### src/rtl/burst_order_pkg.sv
/*
 Constants and types for the burst ordering and initial latency block.
 Assumes a single 200 MHz system clock; link pins are sampled, not clocked.
*/
package burst_order_pkg;
	// Plain register port map
	localparam logic [3:0] REG_CONFIG = 4'h0;
	localparam logic [3:0] REG_STATUS = 4'h4;
	localparam logic [3:0] REG_WORD_ADDR = 4'h8;

	// Configuration register zero layout and reset value
	localparam logic [15:0] CFG_RESET = 16'h8F2F;
	localparam int LAT_MSB = 7;
	localparam int LAT_LSB = 4;
	localparam int FIXED_BIT = 3;
	localparam int HYBRID_BIT = 2;
	localparam int WRAP_MSB = 1;
	localparam int WRAP_LSB = 0;

	// Command/address word layout
	localparam int CA_BYTES = 6;
	localparam int CA_READ_BIT = 47;
	localparam int CA_REG_BIT = 46;
	localparam int CA_BURST_TYPE_BIT = 45;
	localparam int CA_UPPER_MSB = 44;
	localparam int CA_UPPER_LSB = 16;
	localparam int CA_LOWER_MSB = 2;

	// Wrap length codes and word masks
	localparam logic [1:0] WRAP_128 = 2'h0;
	localparam logic [1:0] WRAP_64 = 2'h1;
	localparam logic [1:0] WRAP_16 = 2'h2;
	localparam logic [1:0] WRAP_32 = 2'h3;
	localparam logic [6:0] MASK_128 = 7'h3F;
	localparam logic [6:0] MASK_64 = 7'h1F;
	localparam logic [6:0] MASK_16 = 7'h07;
	localparam logic [6:0] MASK_32 = 7'h0F;

	// Latency codes
	localparam logic [3:0] LAT_CODE_3 = 4'hE;
	localparam logic [3:0] LAT_CODE_4 = 4'hF;
	localparam logic [3:0] LAT_CODE_5 = 4'h0;
	localparam logic [3:0] LAT_CODE_6 = 4'h1;
	localparam logic [3:0] LAT_CODE_7 = 4'h2;
	localparam logic [3:0] LAT_3 = 4'h3;
	localparam logic [3:0] LAT_4 = 4'h4;
	localparam logic [3:0] LAT_5 = 4'h5;
	localparam logic [3:0] LAT_6 = 4'h6;
	localparam logic [3:0] LAT_7 = 4'h7;

	typedef enum logic [1:0]
	{
		ST_IDLE = 2'b00,
		ST_CA = 2'b01,
		ST_LAT = 2'b10,
		ST_DATA = 2'b11
	} link_state_t;

	function automatic logic [3:0] latency_clocks(input logic [3:0] code);
		logic [3:0] clocks;
		clocks = LAT_7;
		case (code)
			LAT_CODE_3: clocks = LAT_3;
			LAT_CODE_4: clocks = LAT_4;
			LAT_CODE_5: clocks = LAT_5;
			LAT_CODE_6: clocks = LAT_6;
			LAT_CODE_7: clocks = LAT_7;
			default: clocks = LAT_7;
		endcase
		return clocks;
	endfunction
endpackage

### src/rtl/burst_order_and_latency.sv
/*
 Device-side burst address sequencing and initial latency for a self-refresh
 DRAM with an 8-bit DDR link. Link pins are asynchronous and sampled twice
 by clock; the array sits outside behind read/write address ports.
*/
`timescale 1ns/100ps
module burst_order_and_latency
	import burst_order_pkg::*;
(
	input wire logic clock,
	input wire logic rst,
	input wire logic [3:0] reg_addr,
	input wire logic [31:0] reg_wdata,
	input wire logic reg_write,
	input wire logic reg_read,
	output logic [31:0] reg_rdata,
	input wire logic link_cs_n,
	input wire logic link_clk,
	input wire logic [7:0] link_dq_in,
	output logic [7:0] link_dq_out,
	output logic link_dq_oe,
	input wire logic rw_data_strobe_in,
	output logic rw_data_strobe_out,
	output logic rw_data_strobe_oe,
	input wire logic refresh_needed,
	output logic [31:0] array_read_addr,
	input wire logic [15:0] array_read_data,
	output logic array_read_strobe,
	output logic [31:0] array_write_addr,
	output logic [15:0] array_write_data,
	output logic [1:0] array_write_mask,
	output logic array_write_strobe
);
	link_state_t state_reg;
	link_state_t state_next;
	logic cs_meta, cs_sync;
	logic ck_meta, ck_sync, ck_prev;
	logic [7:0] dq_meta, dq_sync;
	logic mask_meta, mask_sync;
	logic [15:0] config_register_zero;
	logic [47:0] ca_reg;
	logic [2:0] ca_count_reg;
	logic double_reg;
	logic [4:0] lat_remaining_reg;
	logic [31:0] word_addr_reg;
	logic [31:0] group_base_reg;
	logic [6:0] words_done_reg;
	logic wrapped_once_reg;
	logic [15:0] word_hold_reg;
	logic [7:0] byte_hi_reg;
	logic mask_hi_reg;
	logic read_pending_reg;

	wire ck_rise = ck_sync & ~ck_prev;
	wire ck_fall = ~ck_sync & ck_prev;
	wire ck_edge = ck_rise | ck_fall;
	wire cs_active = ~cs_sync;
	wire [47:0] ca_shifted = {ca_reg[39:0], dq_sync};
	wire ca_done = (state_reg == ST_CA) && ck_edge && (ca_count_reg == 3'(CA_BYTES - 1));
	wire lat_exit = (state_reg == ST_LAT) && ck_rise && (lat_remaining_reg == 5'h00);
	wire data_rise = ((state_reg == ST_DATA) || lat_exit) && ck_rise;
	wire is_read = ca_reg[CA_READ_BIT];
	wire is_register = ca_reg[CA_REG_BIT];
	wire is_linear = ca_reg[CA_BURST_TYPE_BIT];
	wire new_is_read = ca_shifted[CA_READ_BIT];
	wire new_is_register = ca_shifted[CA_REG_BIT];
	wire [31:0] ca_word_addr = {ca_shifted[CA_UPPER_MSB:CA_UPPER_LSB], ca_shifted[CA_LOWER_MSB:0]};

	wire [1:0] wrap_length_field = config_register_zero[WRAP_MSB:WRAP_LSB];
	wire hybrid_order_select = config_register_zero[HYBRID_BIT];
	wire fixed_latency_enable = config_register_zero[FIXED_BIT];
	wire [3:0] initial_latency_field = config_register_zero[LAT_MSB:LAT_LSB];
	wire [3:0] lat_clocks = latency_clocks(initial_latency_field);
	wire [4:0] lat_total = double_reg ? {lat_clocks, 1'b0} : {1'b0, lat_clocks};

	// Word mask of the aligned wrap group
	wire [6:0] wrap_mask7 = (wrap_length_field == WRAP_128) ? MASK_128 :
		(wrap_length_field == WRAP_64) ? MASK_64 :
		(wrap_length_field == WRAP_16) ? MASK_16 : MASK_32;
	wire [31:0] wrap_mask = {25'h0000000, wrap_mask7};
	wire [31:0] linear_step = word_addr_reg + 32'h00000001;
	wire [31:0] wrap_step = (word_addr_reg & ~wrap_mask) | (linear_step & wrap_mask);
	wire [31:0] group_jump = group_base_reg + wrap_mask + 32'h00000001;
	wire hybrid_mode = ~is_linear & ~hybrid_order_select;
	wire last_of_group = (words_done_reg == wrap_mask7);
	wire [31:0] next_word_addr = is_linear ? linear_step :
		~hybrid_mode ? wrap_step :
		wrapped_once_reg ? linear_step :
		last_of_group ? group_jump : wrap_step;
	wire word_done = (state_reg == ST_DATA) && ck_fall;
	wire [15:0] read_source = is_register ? config_register_zero : array_read_data;
	wire link_cfg_write = word_done && is_register && ~is_read && (word_addr_reg[0] == 1'b0);

	always_ff @(posedge clock or posedge rst)
	begin
		if (rst)
		begin
			cs_meta <= 1'b1;
			cs_sync <= 1'b1;
			ck_meta <= 1'b0;
			ck_sync <= 1'b0;
			ck_prev <= 1'b0;
			dq_meta <= 8'h00;
			dq_sync <= 8'h00;
			mask_meta <= 1'b0;
			mask_sync <= 1'b0;
		end
		else
		begin
			cs_meta <= link_cs_n;
			cs_sync <= cs_meta;
			ck_meta <= link_clk;
			ck_sync <= ck_meta;
			ck_prev <= ck_sync;
			dq_meta <= link_dq_in;
			dq_sync <= dq_meta;
			mask_meta <= rw_data_strobe_in;
			mask_sync <= mask_meta;
		end
	end

	always_comb
	begin
		state_next = state_reg;
		case (state_reg)
			ST_IDLE: if (cs_active) state_next = ST_CA;
			ST_CA:
				if (!cs_active) state_next = ST_IDLE;
				else if (ca_done) state_next = (new_is_register && !new_is_read) ? ST_DATA : ST_LAT;
			ST_LAT:
				if (!cs_active) state_next = ST_IDLE;
				else if (lat_exit) state_next = ST_DATA;
			ST_DATA: if (!cs_active) state_next = ST_IDLE;
			default: state_next = ST_IDLE;
		endcase
	end

	always_ff @(posedge clock or posedge rst)
	begin
		if (rst)
		begin
			state_reg <= ST_IDLE;
			ca_reg <= 48'h000000000000;
			ca_count_reg <= 3'h0;
			double_reg <= 1'b0;
			lat_remaining_reg <= 5'h00;
		end
		else
		begin
			state_reg <= state_next;
			if (state_reg == ST_IDLE && cs_active)
			begin
				double_reg <= fixed_latency_enable | refresh_needed;
				ca_count_reg <= 3'h0;
			end
			if (state_reg == ST_CA && ck_edge)
			begin
				ca_reg <= ca_shifted;
				ca_count_reg <= ca_count_reg + 3'h1;
			end
			if (ca_done)
				lat_remaining_reg <= lat_total;
			else if (state_reg == ST_LAT && ck_rise && lat_remaining_reg != 5'h00)
				lat_remaining_reg <= lat_remaining_reg - 5'h01;
		end
	end

	// Burst address sequencing
	always_ff @(posedge clock or posedge rst)
	begin
		if (rst)
		begin
			word_addr_reg <= 32'h00000000;
			group_base_reg <= 32'h00000000;
			words_done_reg <= 7'h00;
			wrapped_once_reg <= 1'b0;
		end
		else if (ca_done)
		begin
			word_addr_reg <= ca_word_addr;
			group_base_reg <= ca_word_addr & ~wrap_mask;
			words_done_reg <= 7'h00;
			wrapped_once_reg <= 1'b0;
		end
		else if (word_done)
		begin
			word_addr_reg <= next_word_addr;
			words_done_reg <= words_done_reg + 7'h01;
			if (hybrid_mode && last_of_group)
				wrapped_once_reg <= 1'b1;
		end
	end

	// Data phase: high byte on rising edge, low byte on falling edge
	always_ff @(posedge clock or posedge rst)
	begin
		if (rst)
		begin
			link_dq_out <= 8'h00;
			link_dq_oe <= 1'b0;
			rw_data_strobe_out <= 1'b0;
			rw_data_strobe_oe <= 1'b0;
			word_hold_reg <= 16'h0000;
			byte_hi_reg <= 8'h00;
			mask_hi_reg <= 1'b0;
			read_pending_reg <= 1'b0;
		end
		else if (!cs_active)
		begin
			link_dq_oe <= 1'b0;
			rw_data_strobe_oe <= 1'b0;
			rw_data_strobe_out <= 1'b0;
			read_pending_reg <= 1'b0;
		end
		else if (state_reg == ST_IDLE || state_reg == ST_CA)
		begin
			rw_data_strobe_oe <= 1'b1;
			rw_data_strobe_out <= (state_reg == ST_IDLE) ? (fixed_latency_enable | refresh_needed) : double_reg;
			if (ca_done)
			begin
				rw_data_strobe_oe <= new_is_read;
				rw_data_strobe_out <= 1'b0;
				read_pending_reg <= new_is_read;
			end
		end
		else if (data_rise && read_pending_reg)
		begin
			word_hold_reg <= read_source;
			link_dq_out <= read_source[15:8];
			link_dq_oe <= 1'b1;
			rw_data_strobe_out <= 1'b1;
		end
		else if (state_reg == ST_DATA && read_pending_reg && ck_fall)
		begin
			link_dq_out <= word_hold_reg[7:0];
			rw_data_strobe_out <= 1'b0;
		end
		else if (data_rise)
		begin
			byte_hi_reg <= dq_sync;
			mask_hi_reg <= mask_sync;
		end
	end

	// Array strobes and configuration register
	always_ff @(posedge clock or posedge rst)
	begin
		if (rst)
		begin
			array_read_strobe <= 1'b0;
			array_write_strobe <= 1'b0;
			array_write_addr <= 32'h00000000;
			array_write_data <= 16'h0000;
			array_write_mask <= 2'h0;
			config_register_zero <= CFG_RESET;
		end
		else
		begin
			array_read_strobe <= data_rise && cs_active && read_pending_reg && !is_register;
			array_write_strobe <= word_done && cs_active && !is_read && !is_register;
			if (word_done && !is_read)
			begin
				array_write_addr <= word_addr_reg;
				array_write_data <= {byte_hi_reg, dq_sync};
				array_write_mask <= {mask_hi_reg, mask_sync};
			end
			if (cs_active && link_cfg_write)
				config_register_zero <= {byte_hi_reg, dq_sync};
			else if (reg_write && reg_addr == REG_CONFIG)
				config_register_zero <= reg_wdata[15:0];
		end
	end

	assign array_read_addr = word_addr_reg;

	wire [31:0] read_mux = (reg_addr == REG_CONFIG) ? {16'h0000, config_register_zero} :
		(reg_addr == REG_STATUS) ? {16'h0000, wrapped_once_reg, double_reg, state_reg,
			lat_clocks, 1'b0, words_done_reg} :
		(reg_addr == REG_WORD_ADDR) ? word_addr_reg : 32'h00000000;

	always_ff @(posedge clock or posedge rst)
	begin
		if (rst)
			reg_rdata <= 32'h00000000;
		else if (reg_read)
			reg_rdata <= read_mux;
	end

	property p_ca_strobe_fixed;
		@(posedge clock) disable iff (rst)
		(state_reg == ST_CA && cs_active && fixed_latency_enable && double_reg && !ca_done) |=>
			rw_data_strobe_oe && rw_data_strobe_out;
	endproperty
	a_ca_strobe_fixed: assert property (p_ca_strobe_fixed) else $error("strobe not high in ca with fixed latency");

	property p_latency_load;
		@(posedge clock) disable iff (rst)
		(ca_done && !(new_is_register && !new_is_read) && cs_active) |=>
			lat_remaining_reg == (double_reg ? {lat_clocks, 1'b0} : {1'b0, lat_clocks});
	endproperty
	a_latency_load: assert property (p_latency_load) else $error("latency count loaded wrong");

	property p_latency_range;
		@(posedge clock) disable iff (rst)
		lat_clocks >= LAT_3 && lat_clocks <= LAT_7;
	endproperty
	a_latency_range: assert property (p_latency_range) else $error("latency clocks out of range");

	property p_reset_config;
		@(posedge clock) disable iff (rst)
		$fell(rst) |-> config_register_zero == CFG_RESET && lat_clocks == LAT_7;
	endproperty
	a_reset_config: assert property (p_reset_config) else $error("configuration not at reset value");

	property p_regwrite_zero_latency;
		@(posedge clock) disable iff (rst)
		(ca_done && new_is_register && !new_is_read && cs_active) |=> state_reg == ST_DATA;
	endproperty
	a_regwrite_zero_latency: assert property (p_regwrite_zero_latency) else $error("register write got latency");

	property p_legacy_wrap;
		@(posedge clock) disable iff (rst)
		(word_done && !is_linear && hybrid_order_select) |=>
			(word_addr_reg & ~wrap_mask) == ($past(word_addr_reg) & ~wrap_mask);
	endproperty
	a_legacy_wrap: assert property (p_legacy_wrap) else $error("legacy wrap left its group");

	property p_linear_step;
		@(posedge clock) disable iff (rst)
		(word_done && is_linear) |=> word_addr_reg == $past(word_addr_reg) + 32'h00000001;
	endproperty
	a_linear_step: assert property (p_linear_step) else $error("linear burst did not add one");

	property p_hybrid_jump;
		@(posedge clock) disable iff (rst)
		(word_done && hybrid_mode && !wrapped_once_reg && last_of_group) |=>
			wrapped_once_reg && word_addr_reg == group_base_reg + wrap_mask + 32'h00000001;
	endproperty
	a_hybrid_jump: assert property (p_hybrid_jump) else $error("hybrid did not move to next group");

	property p_hybrid_linear;
		@(posedge clock) disable iff (rst)
		(word_done && wrapped_once_reg) |=> word_addr_reg == $past(word_addr_reg) + 32'h00000001;
	endproperty
	a_hybrid_linear: assert property (p_hybrid_linear) else $error("hybrid tail not linear");
endmodule

### config.mk
export PLATFORM = sky130hd
export DESIGN_NAME = burst_order_and_latency
export DESIGN_NICKNAME = d
export VERILOG_FILES = /design/src/rtl/burst_order_pkg.sv /design/src/rtl/burst_order_and_latency.sv
export SDC_FILE = /design/constraint.sdc
export NUM_CORES = 1
export LEC_CHECK = 0
export ABC_CLOCK_PERIOD_IN_PS = 9800
export BUFFER_PORTS_ARGS = -buffer_cell sky130_fd_sc_hd__buf_4
export CORE_MARGIN = 3
export CORE_UTILIZATION = 30
export CTS_BUF_LIST = sky130_fd_sc_hd__clkbuf_16
export CTS_CLUSTER_SIZE = 16
export DETAILED_ROUTE_END_ITERATION = 16
export PLACE_DENSITY_LB_ADDON = 0.15
export SETUP_SLACK_MARGIN = 0.5
export SLEW_MARGIN = 20
export SYNTH_ARGS = -nofsm -noshare
export SYNTH_HDL_FRONTEND = slang
export SYNTH_SLANG_ARGS = --single-unit
### constraint.sdc
create_clock -name clock -period 9.8 [get_ports clock]
set_input_delay 0.98 -clock clock [delete_from_list [all_inputs] [get_ports clock]]
set_output_delay 0.98 -clock clock [all_outputs]
set_load 0.01 [all_outputs]
# Word level (Yosys, flattened, before mapping)
# Cells that the tools add are included.
# op_classes
n_addsub	6
n_eq_ne	17
n_mux	51
bitwise	20
n_reduce_logical	53
# op_table
operator	n
$mux W32	9
$add A32 B1 Y32 const B	2
$and A32 B32 Y32	2
$mux W16	3
$add A32 B6 Y32	1
$and A32 B6 Y32	1
$not A6 Y32	1
$or A32 B32 Y32	1
$logic_and A1 B1 Y1	25
$mux W5	4
$mux W1	19
$reduce_bool A2 Y1	9
$mux W8	2
$mux W7	2
$eq A4 B4 Y1 const B	3
$mux W2	6
$pmux W3 S4	1
$not A1 Y1	10
$logic_not A4 Y1	2
$pmux W2 S4	1
$add A7 B1 Y7 const B	1
$eq A7 B6 Y1	1
$eq A2 B2 Y1 const B	3
$mux W3	2
other kinds (22)	36
# word_totals
register_bits	283
input_bits	68
out_inout_bits	127
elab_cells	180

# Depth between registers and ports, before layout
# Gate-level depths: netlist (run 1).
# logic_depth
ltp_word	13
mapped_depth	13
ltp_nobuf	11

# Worst setup path before layout (run 1)
# No wires, ideal clock.
# synth_path
path_type	register to register
startpoint	register config_register_zero[1]
endpoint	register word_addr_reg[16] (netlist: array_read_addr[16])
setup_ns	0.135
t_arrival_ns	2.547
t_required_ns	9.665
setup_slack_ns	7.118
stages_incl_launch_ff	12
path_buffers	2
period_less_slack_ns	2.682
cell_sequence	dfstp_2 -> buf_2 -> inv_1 -> ha_1 -> nand2b_1 -> nor3b_1 -> or3_1 -> buf_6 -> or3_1 -> xnor2_1 -> a21oi_1 -> o211ai_2
# synth_between
elab_chain_len	12
elab_cells_between_ends	15
classes_between	2 x add/sub; 3 x eq/ne; 9 x mux; 1 x reduce/logical
# synth_rtl
element	line_no	rtl
from (decl)	burst_order_and_latency.sv:40	logic [15:0] config_register_zero;
from (signal assigned)	burst_order_and_latency.sv:268	config_register_zero <= {byte_hi_reg, dq_sync};
from (signal assigned)	burst_order_and_latency.sv:270	config_register_zero <= reg_wdata[15:0];
$eq A2 B2 Y1	burst_order_and_latency.sv:79	(wrap_length_field == WRAP_16) ? MASK_16 : MASK_32;
$mux W4	burst_order_and_latency.sv:79	
$mux W5	burst_order_and_latency.sv:78	(wrap_length_field == WRAP_64) ? MASK_64 :
$mux W6 *	burst_order_and_latency.sv:77	wire [6:0] wrap_mask7 = (wrap_length_field == WRAP_128) ? MASK_128 :
$add A32 B6 Y32	burst_order_and_latency.sv:83	wire [31:0] group_jump = group_base_reg + wrap_mask + 32'h00000001;
$add A32 B1 Y32	burst_order_and_latency.sv:83	
$mux W32 *	burst_order_and_latency.sv:89	last_of_group ? group_jump : wrap_step;
$mux W32 *	burst_order_and_latency.sv:88	wrapped_once_reg ? linear_step :
$mux W32 *	burst_order_and_latency.sv:87	~hybrid_mode ? wrap_step :
$mux W32 *	burst_order_and_latency.sv:86	wire [31:0] next_word_addr = is_linear ? linear_step :
$mux W32 *	burst_order_and_latency.sv:185	else if (word_done)
$mux W32 *	burst_order_and_latency.sv:178	else if (ca_done)
to (signal assigned)	burst_order_and_latency.sv:180	word_addr_reg <= ca_word_addr;
to (signal assigned)	burst_order_and_latency.sv:187	word_addr_reg <= next_word_addr;
to (decl)	burst_order_and_latency.sv:45	logic [31:0] word_addr_reg;
# Mark *: on every way between the ends. The rest lies on a longest branch, timed or not. The select of a mux whose other input is x is not followed.
# A chain may end at the register's enable or synchronous reset.

# Worst setup path in the final report (run 1)
# layout_path
startpoint	register ck_sync
endpoint	register word_addr_reg[12] (netlist: array_read_addr[12])
# layout_between
elab_chain_len	6
elab_cells_between_ends	9
classes_between	1 x mux; 4 x bitwise; 4 x reduce/logical
# layout_rtl
element	line_no	rtl
from (decl)	burst_order_and_latency.sv:37	logic ck_meta, ck_sync, ck_prev;
from (signal assigned)	burst_order_and_latency.sv:113	ck_sync <= ck_meta;
$not A1 Y1	burst_order_and_latency.sv:55	wire ck_fall = ~ck_sync & ck_prev;
$and A1 B1 Y1	burst_order_and_latency.sv:55	
$or A1 B1 Y1	burst_order_and_latency.sv:56	wire ck_edge = ck_rise | ck_fall;
$logic_and A1 B1 Y1 (2 in a row)	burst_order_and_latency.sv:59	wire ca_done = (state_reg == ST_CA) && ck_edge && (ca_count_reg == 3'(CA_BYTES - 1));
$mux W32 or $reduce_bool A2 Y1 (tied branches)	-	
# Several ways; a longest one is shown, not always the timed one.

==> results of run 1 <==
-- worst max-delay path, stage by stage (launching register included) --
cell and delay (ps):
sky130_fd_sc_hd__dfrtp_1 380, sky130_fd_sc_hd__inv_1 60, sky130_fd_sc_hd__ha_1 390, sky130_fd_sc_hd__nor3_4 180, sky130_fd_sc_hd__buf_4 530, sky130_fd_sc_hd__and3_2 490
sky130_fd_sc_hd__buf_4 600, sky130_fd_sc_hd__nor2_4 290, sky130_fd_sc_hd__a221o_1 410
-- metrics by stage --
step	instances	power [uW]
final	1955	3160
after global routing	1955	3330
after CTS	1955	3220
after detailed placement	1894	2000
after global placement	1894	2000
after floorplan	1233	1760
-- area by class of cell --
type,count,area share [%]
multi-input cells,847,35.1
clock buffers,34,5.40
clock inverters,27,1.18
well taps,539,4.28
flip-flops and latches,275,43.8
inverters,44,1.10
repair buffers,189,9.09
-- synthesized netlist by cell type, drive strengths merged, types with 2 or more instances --
master	n	area, sq um
dfrtp	263	6580
nand2	186	698
mux2	111	1250
o21ai	105	526
nor2	90	348
a21oi	67	335
inv	44	165
clkbuf	41	154
nand3	37	208
mux2i	35	350
xnor2	33	289
xor2	27	236
buf	26	145
nor3	21	143
nand4	19	119
a22oi	17	128
dfstp	12	315
and3	11	71.3
ha	10	125
or3	9	61.3
o211ai	6	50.1
a222oi	5	50.1
nor2b	5	31.3
nor4b	5	62.6
or2	5	33.8
o22ai	4	31.3
a221o	3	30.0
nand2b	3	18.8
nor4	3	33.8
a211oi	2	15.0
a21o	2	15.0
a2bb2oi	2	17.5
a31oi	2	12.5
and4	2	17.5
nor3b	2	15.0
or4	2	15.0
-- path summary, 6_finish.rpt --
path                                      startpoint                              end
worst max-delay path               ck_sync$_DFF_PP0_  array_read_addr[12]$_DFFE_PP0P_
worst min-delay path            dq_meta[7]$_DFF_PP0_             dq_sync[7]$_DFF_PP0_
worst max register to register     ck_sync$_DFF_PP0_  array_read_addr[12]$_DFFE_PP0P_
worst min register to register  dq_meta[7]$_DFF_PP0_             dq_sync[7]$_DFF_PP0_
max in group asynchronous                        rst  array_read_addr[20]$_DFFE_PP0P_
min in group asynchronous                        rst       link_dq_out[7]$_DFFE_PP0P_
-- power by group through the flow --
stage          clock, uW  combinational (uW)  sequential [uW]
5_1_grt             1280                 499             1550
6_report            1190                 447             1530
3_3_place_gp           0                 447             1550
3_5_place_dp           0                 453             1550
4_1_cts             1230                 456             1530
2_1_floorplan          0                 329             1430
-- per-layer routing --
layer,part of all wire [%],vias up,global-route usage (%)
li1,-,4589,-
met1,47,4926,24.9
met2,47,202,28.7
met3,4.3,44,2.94
met4,1.8,0,3.99
met5,0,-,0
-- cell usage in the layout, fill, tap and decap left out, drive strengths merged, types with 34 or more instances in the layout --
cell    instances
inv            53
nor2           90
clkbuf         34
nand2         186
nand3          37
dfrtp         263
mux2          111
o21ai         105
buf           189
mux2i          35
a21oi          67
-- kinds of logic after synthesis --
kind of cell	Yosys count
AND/OR/NAND/NOR	404
flip-flops	275
AO/OA/AOI/OAI	226
multiplexers	146
buffers and inverters	111
XOR/XNOR	60
adder cells (fa/ha/maj)	11
==> impl_results.md, run 1 <==
* Avg WL per Cell at 20.5 um
* Max rail drop VDD at 0.000101 V
* Sequential cell area in the final layout at 0.00690 sq mm
* Maximum number of pins on one net before global-route repair at ~150
* DIE WIDTH at approximately 210 um
* DIE HEIGHT at about 210 um
* Residual antenna-violating net count after detailed routing at 0
* I/O pin total at 195
* Required time of the critical path at slightly above 10,000 ps
* Number of enable-type register cells in the synthesized netlist at 0
* Logic pwr share at 14.1%
* Predominant post-synthesis flop cell: sky130_fd_sc_hd__dfrtp_1
* Mean instance size in the synthesized netlist at ~10 sq um
* Layout cell share with drive strength beyond 1 at approximately 28%
* Core box area at 0.0421 sq mm
* First-pass GRT wire length at around 60,000 um
* Part of the total power dissipated in the clock network at a little under two fifths
* RSZ-0062 raised after global routing: false
* Layout Area Growth over Synthesis at 22.3%
* Fraction of the mapped netlist area in compound gates at around 10%
* Worst-case clock buffer depth at 3
* Cell Area, Synth at 0.0129 sq mm
* Static leakage at between 0.007 and 0.008 uW
* CTS sink cnt at about 280
* Upper clock frequency limit at ~290 MHz
* Type of the tightest min-delay check: reg2reg
* Flip-flop count of the largest register, all copies and words added at 43
* Final critical delay including setup and external delays at 3470 ps
* Clock-pin transition on the worst setup and hold timing paths at about 60 ps
* Routed vias/inst at approximately 5
* Pwr dens at 201 mW/mm^2
* Via count of the first global-routing pass at 9,650
* End-of-flow core utilization at 37.4%
* Total congestion overflow at 0
* Worst-Margin Slew at about 1000 ps
* Type of element capturing the critical path: flip-flop
* Flop-to-flop setup slack at about 6300 ps
* Clock latency on the worst-skew pair at ~540 ps
* Run status: finished clean
* Internal power of the cells at between 2000 and 2500 uW
* Adder-cell area share of the yosys netlist at 1.13%
* Crit path setup slack, layout at approximately 6300 ps
* Clock tree root buffer cell: sky130_fd_sc_hd__clkbuf_16
* Max-Cap Viols at 0
* Total area of multi-input combinational cells at between 0.005 and 0.006 sq mm
* Multiplexer area fraction after synthesis at approximately an eighth
* GRT Total Usage at 17.7%
* Number of cells traversed by the worst hold path at 0
* Worst setup timing slack at the placement stage at ~6300 ps
* Number of inserted filler cells in the final layout at 4,238
* Max-slew violation count at 0
* Startpoint class of the critical path: flip-flop
* Finish-stage setup viols at 0
* Net Count, Synth at between 1,000 and 1,500
* Final GP Congestion at 0.800
* DR iter-0 viols at 790
* Post-CTS setup buffer count at 0
* Dominant combinational cell family by area after synthesis: simple AND/OR/NAND/NOR gates
* Simple-gate portion of the synthesized area at approximately 15%
* Starting density of the core at 30.5%
* P_sw at around 960 uW
* Post-CTS Resized at 0
* Post-layout instance area at ~0.016 sq mm
* Post-synthesis async set-or-reset flop share at 100%
* Classification of the worst setup path: reg2reg
* Remaining max-slew budget at the tightest pin at between 30 and 40%
* Proportion of total power due to net switching at between 30% and 40%
* Sequential fraction of the synthesis area at 53.6%
* XOR/XNOR Fraction of Synth Area at about 4.1%
* CTS tree: done
* Total number of nets in the final design at 1,470
* # port buffers at around 180
* Number of buffers inserted for hold repair after clock tree synthesis at 0
* Total Routed Length at around 40,000 um
* Area enclosed by the die boundary at between 0.04 and 0.05 sq mm
* Count of synthesis-stage warnings from yosys at 0
* TritonRoute pass-1 iters at 5
* Final-report hold violation count at 0
* Final setup TNS at 0 ps
* Post-Synthesis Cells at around 1,200
* CP max FO at 54
* Diodes inserted at 0
* Rows at between 70 and 80
* Tcrit/Tclk final at between 30% and 40%
* Number of H-tree levels at 2
* CP arrival at approximately 3900 ps
* Post-placement cell area at ~0.015 sq mm
* Fraction of power consumed by sequential logic at 48.3%
* Via count at between 9,000 and 10,000
* DP HPWL at ~28,000 um
* Post-synthesis register bit count at roughly 280
* R2R cell count at 8
* Worst setup skew after layout at between 15 and 20 ps
* Number of antenna violations at the first check in global routing at 1
* Inserted Clock Buffers at 34
* Fin Hold WS at approximately 350 ps
* Count of unique library cells instantiated by Yosys at 70
* Total DRC errors in the routed layout at 0
No activity file was read; power rests on OpenSTA's default activity.
==> run 2, diff against run 1 <==
Settings changed: ABC_CLOCK_PERIOD_IN_PS 9800 to 3500.
Clock period 9.8 ns to 3.5 ns, I/O delays scaled along.
==> run 2 against run 1 <==
  * First-iteration DRC count down 13%
  * Sequential power rose to 2.8 times the previous value
  * Total power grew to 2.8 times the previous value
  * Clock skew rose by 7.2 ps
  * Combinational power rose to 3.1 times the previous value
  * Largest power group unchanged
==> impl_results.md, run 2 (same netlist as run 1, synthesis figures left out) <==
* Classification of the worst setup path: reg2reg
* Core box area at between 0.04 and 0.05 sq mm
* # port buffers at ~180
* Diodes inserted at 0
* CP Buf/Inv Count at 1
* Worst-Margin Slew at 922 ps
* Total Routed Length at slightly above 40,000 um
* Static leakage at between 0.007 and 0.008 uW
* Final critical delay including setup and external delays at roughly 2800 ps
* Cell class contributing the biggest share of worst-path delay: simple AND/OR/NAND/NOR gates
* GRT Total Usage at 17.9%
* Total number of nets in the final design at ~1,500
* List of cells traversed by the critical path: nor2b_4 > ha_1 > inv_1 > fa_1 > or3b_1 > o22ai_2 > and3_1 > nand4_1 > xnor2_1 > a21oi_1 > o21ai_1
* Type of the tightest min-delay check: in2async
* CTS tree: done
* Inserted Clock Buffers at 34
* DIE HEIGHT at around 210 um
* RSZ-0062 raised after global routing: false
* Worst-case clock buffer depth at 3
* Max-Cap Viols at 0
* Total DRC errors in the routed layout at 0
* DIE WIDTH at between 200 and 250 um
* Layout Area Growth over Synthesis at 24.9%
* Finish-stage setup viols at 0
* Clock tree root buffer cell: sky130_fd_sc_hd__clkbuf_16
* Final-report hold violation count at 0
* Most common cell after layout, fill and taps aside: sky130_fd_sc_hd__dfrtp_1
* Clock latency on the worst-skew pair at ~540 ps
* Max-slew violation count at 0
* Startpoint class of the critical path: flip-flop
* Number of H-tree levels at 2
* Upper clock frequency limit at roughly 360 MHz
* Placed insts at between 1,500 and 2,000
* Run status: finished clean
* Maximum number of pins on one net before global-route repair at 74
* TritonRoute pass-1 iters at 7
* CP max FO at 7
* Required time of the critical path at between 3000 and 4000 ps
* Clock-pin transition on the worst setup and hold timing paths at 60 ps
* Avg WL per Cell at just over 20 um
* Starting density of the core at between 30% and 40%
* Total congestion overflow at 0
* Layout cell share with drive strength beyond 1 at 28.5%
* DP HPWL at between 20,000 and 30,000 um
* End-of-flow core utilization at between 30% and 40%
* Type of element capturing the critical path: flip-flop
* Final standard cell count with taps included and fillers excluded at 1,987
* Number of antenna violations at the first check in global routing at 1
* Residual antenna-violating net count after detailed routing at 0
* Remaining max-slew budget at the tightest pin at approximately two fifths
* I/O pin total at between 150 and 200
* Tcrit/Tclk final at between 70 and 80%
* Most used cells in the layout excluding fill and tap cells: sky130_fd_sc_hd__dfrtp_1 (263), sky130_fd_sc_hd__buf_4 (210), sky130_fd_sc_hd__nand2_1 (186)
* Rows at 75
* Routed vias/inst at slightly below 5
* First-pass GRT wire length at between 60,000 and 70,000 um
* Max rail drop VDD at approximately 0.00026 V
* CTS sink cnt at 275
* Crit-path max cell delay at 500 ps
* Worst setup skew after layout at ~27 ps
* DR iter-0 viols at 689
* Via count at roughly 10,000
* Via count of the first global-routing pass at ~9,600
* Area enclosed by the die boundary at 0.0454 sq mm
* Flip-flop count of the largest register, all copies and words added at 43
* Pwr dens at 554 mW/mm^2
* Cell with the biggest individual delay on the critical path: sky130_fd_sc_hd__dfstp_4
* CP arrival at ~3100 ps
* Final GP Congestion at roughly 0.8
run 2: changes by cell type in the layout (fill, tap and decap cells not counted), sizes merged:
cell | previous run | this run
buf | 189 | 214
clkbuf | 34 | 35
dlygate4sd3 | 0 | 11
clkinvlp | 0 | 1
clkinv | 16 | 10
run 2: through the flow:
step | setup WS, ps | instance area [sq um] | hold slack [ps] | setup TNS, ps | total power (uW)
final | 743 | 16100 | 13.6 | 0 | 8900
after global routing | 538 | 16100 | 56.3 | 0 | 9350
after CTS | 556 | 16100 | 19.6 | 0 | 9030
after detailed placement | 467 | 14900 | 335 | 0 | 5660
after global placement | 478 | 14900 | 335 | 0 | 5640
after floorplan | -478 | 12900 | 331 | -125600 | 4920
run 2: worst reg2reg max path: stages (launching register included):
cell and delay, ps:
sky130_fd_sc_hd__dfstp_4 500, sky130_fd_sc_hd__nor2b_4 150, sky130_fd_sc_hd__ha_1 200, sky130_fd_sc_hd__inv_1 70, sky130_fd_sc_hd__fa_1 220, sky130_fd_sc_hd__or3b_1 390
sky130_fd_sc_hd__o22ai_2 230, sky130_fd_sc_hd__and3_1 330, sky130_fd_sc_hd__nand4_1 150, sky130_fd_sc_hd__xnor2_1 140, sky130_fd_sc_hd__a21oi_1 140, sky130_fd_sc_hd__o21ai_1 70
run 2: per-layer routing:
layer  vias to the layer above  global-route usage (%)  wire length (um)
met5                         -                       0                 0
met4                         0                    4.33               820
met3                        55                    2.89              1790
met2                       254                    29.0             19300
met1                      4887                    25.2             18700
li1                       4655                       -                 -
run 2: repair_timing:
item / in CTS / in global routing
setup buffers: 0 / 2
hold buffers: 11 / 0
resized for setup: 2 / 3
endpoints found under the hold margin: 11 / 0
endpoints found under the setup margin: 6 / 9
run 2: final cells by class:
class	instances	area [sq um]
timing repair buffer	225	1770
clock buffer	35	876
clock inverter	22	145
inverter	44	169
sequential	275	6900
multi-input combinational	847	5550
fill	4236	26100
tap	539	674
run 2: final timing paths:
kind,from,end,slack (ps),cells past startpoint
max,config_register_zero[1]$_DFFE_PP1P_,array_read_addr[31]$_DFFE_PP0P_,740,11
min,rst,array_write_data[7]$_DFFE_PP0P_,10,2
max reg2reg,config_register_zero[1]$_DFFE_PP1P_,array_read_addr[31]$_DFFE_PP0P_,740,11
min reg2reg,mask_meta$_DFF_PP0_,mask_sync$_DFF_PP0_,340,0
max in group asynchronous,rst,reg_rdata[26]$_DFFE_PP0P_,2570,3
min in group clock,refresh_needed,double_reg$_DFFE_PP0P_,90,3
run 2: report_power, final:
part / leakage [uW] / total (uW) / switching [uW] / internal (uW)
clock: 0.000537 / 3290 / 1350 / 1940
combinational: 0.00348 / 1370 / 676 / 693
sequential: 0.00353 / 4240 / 628 / 3610
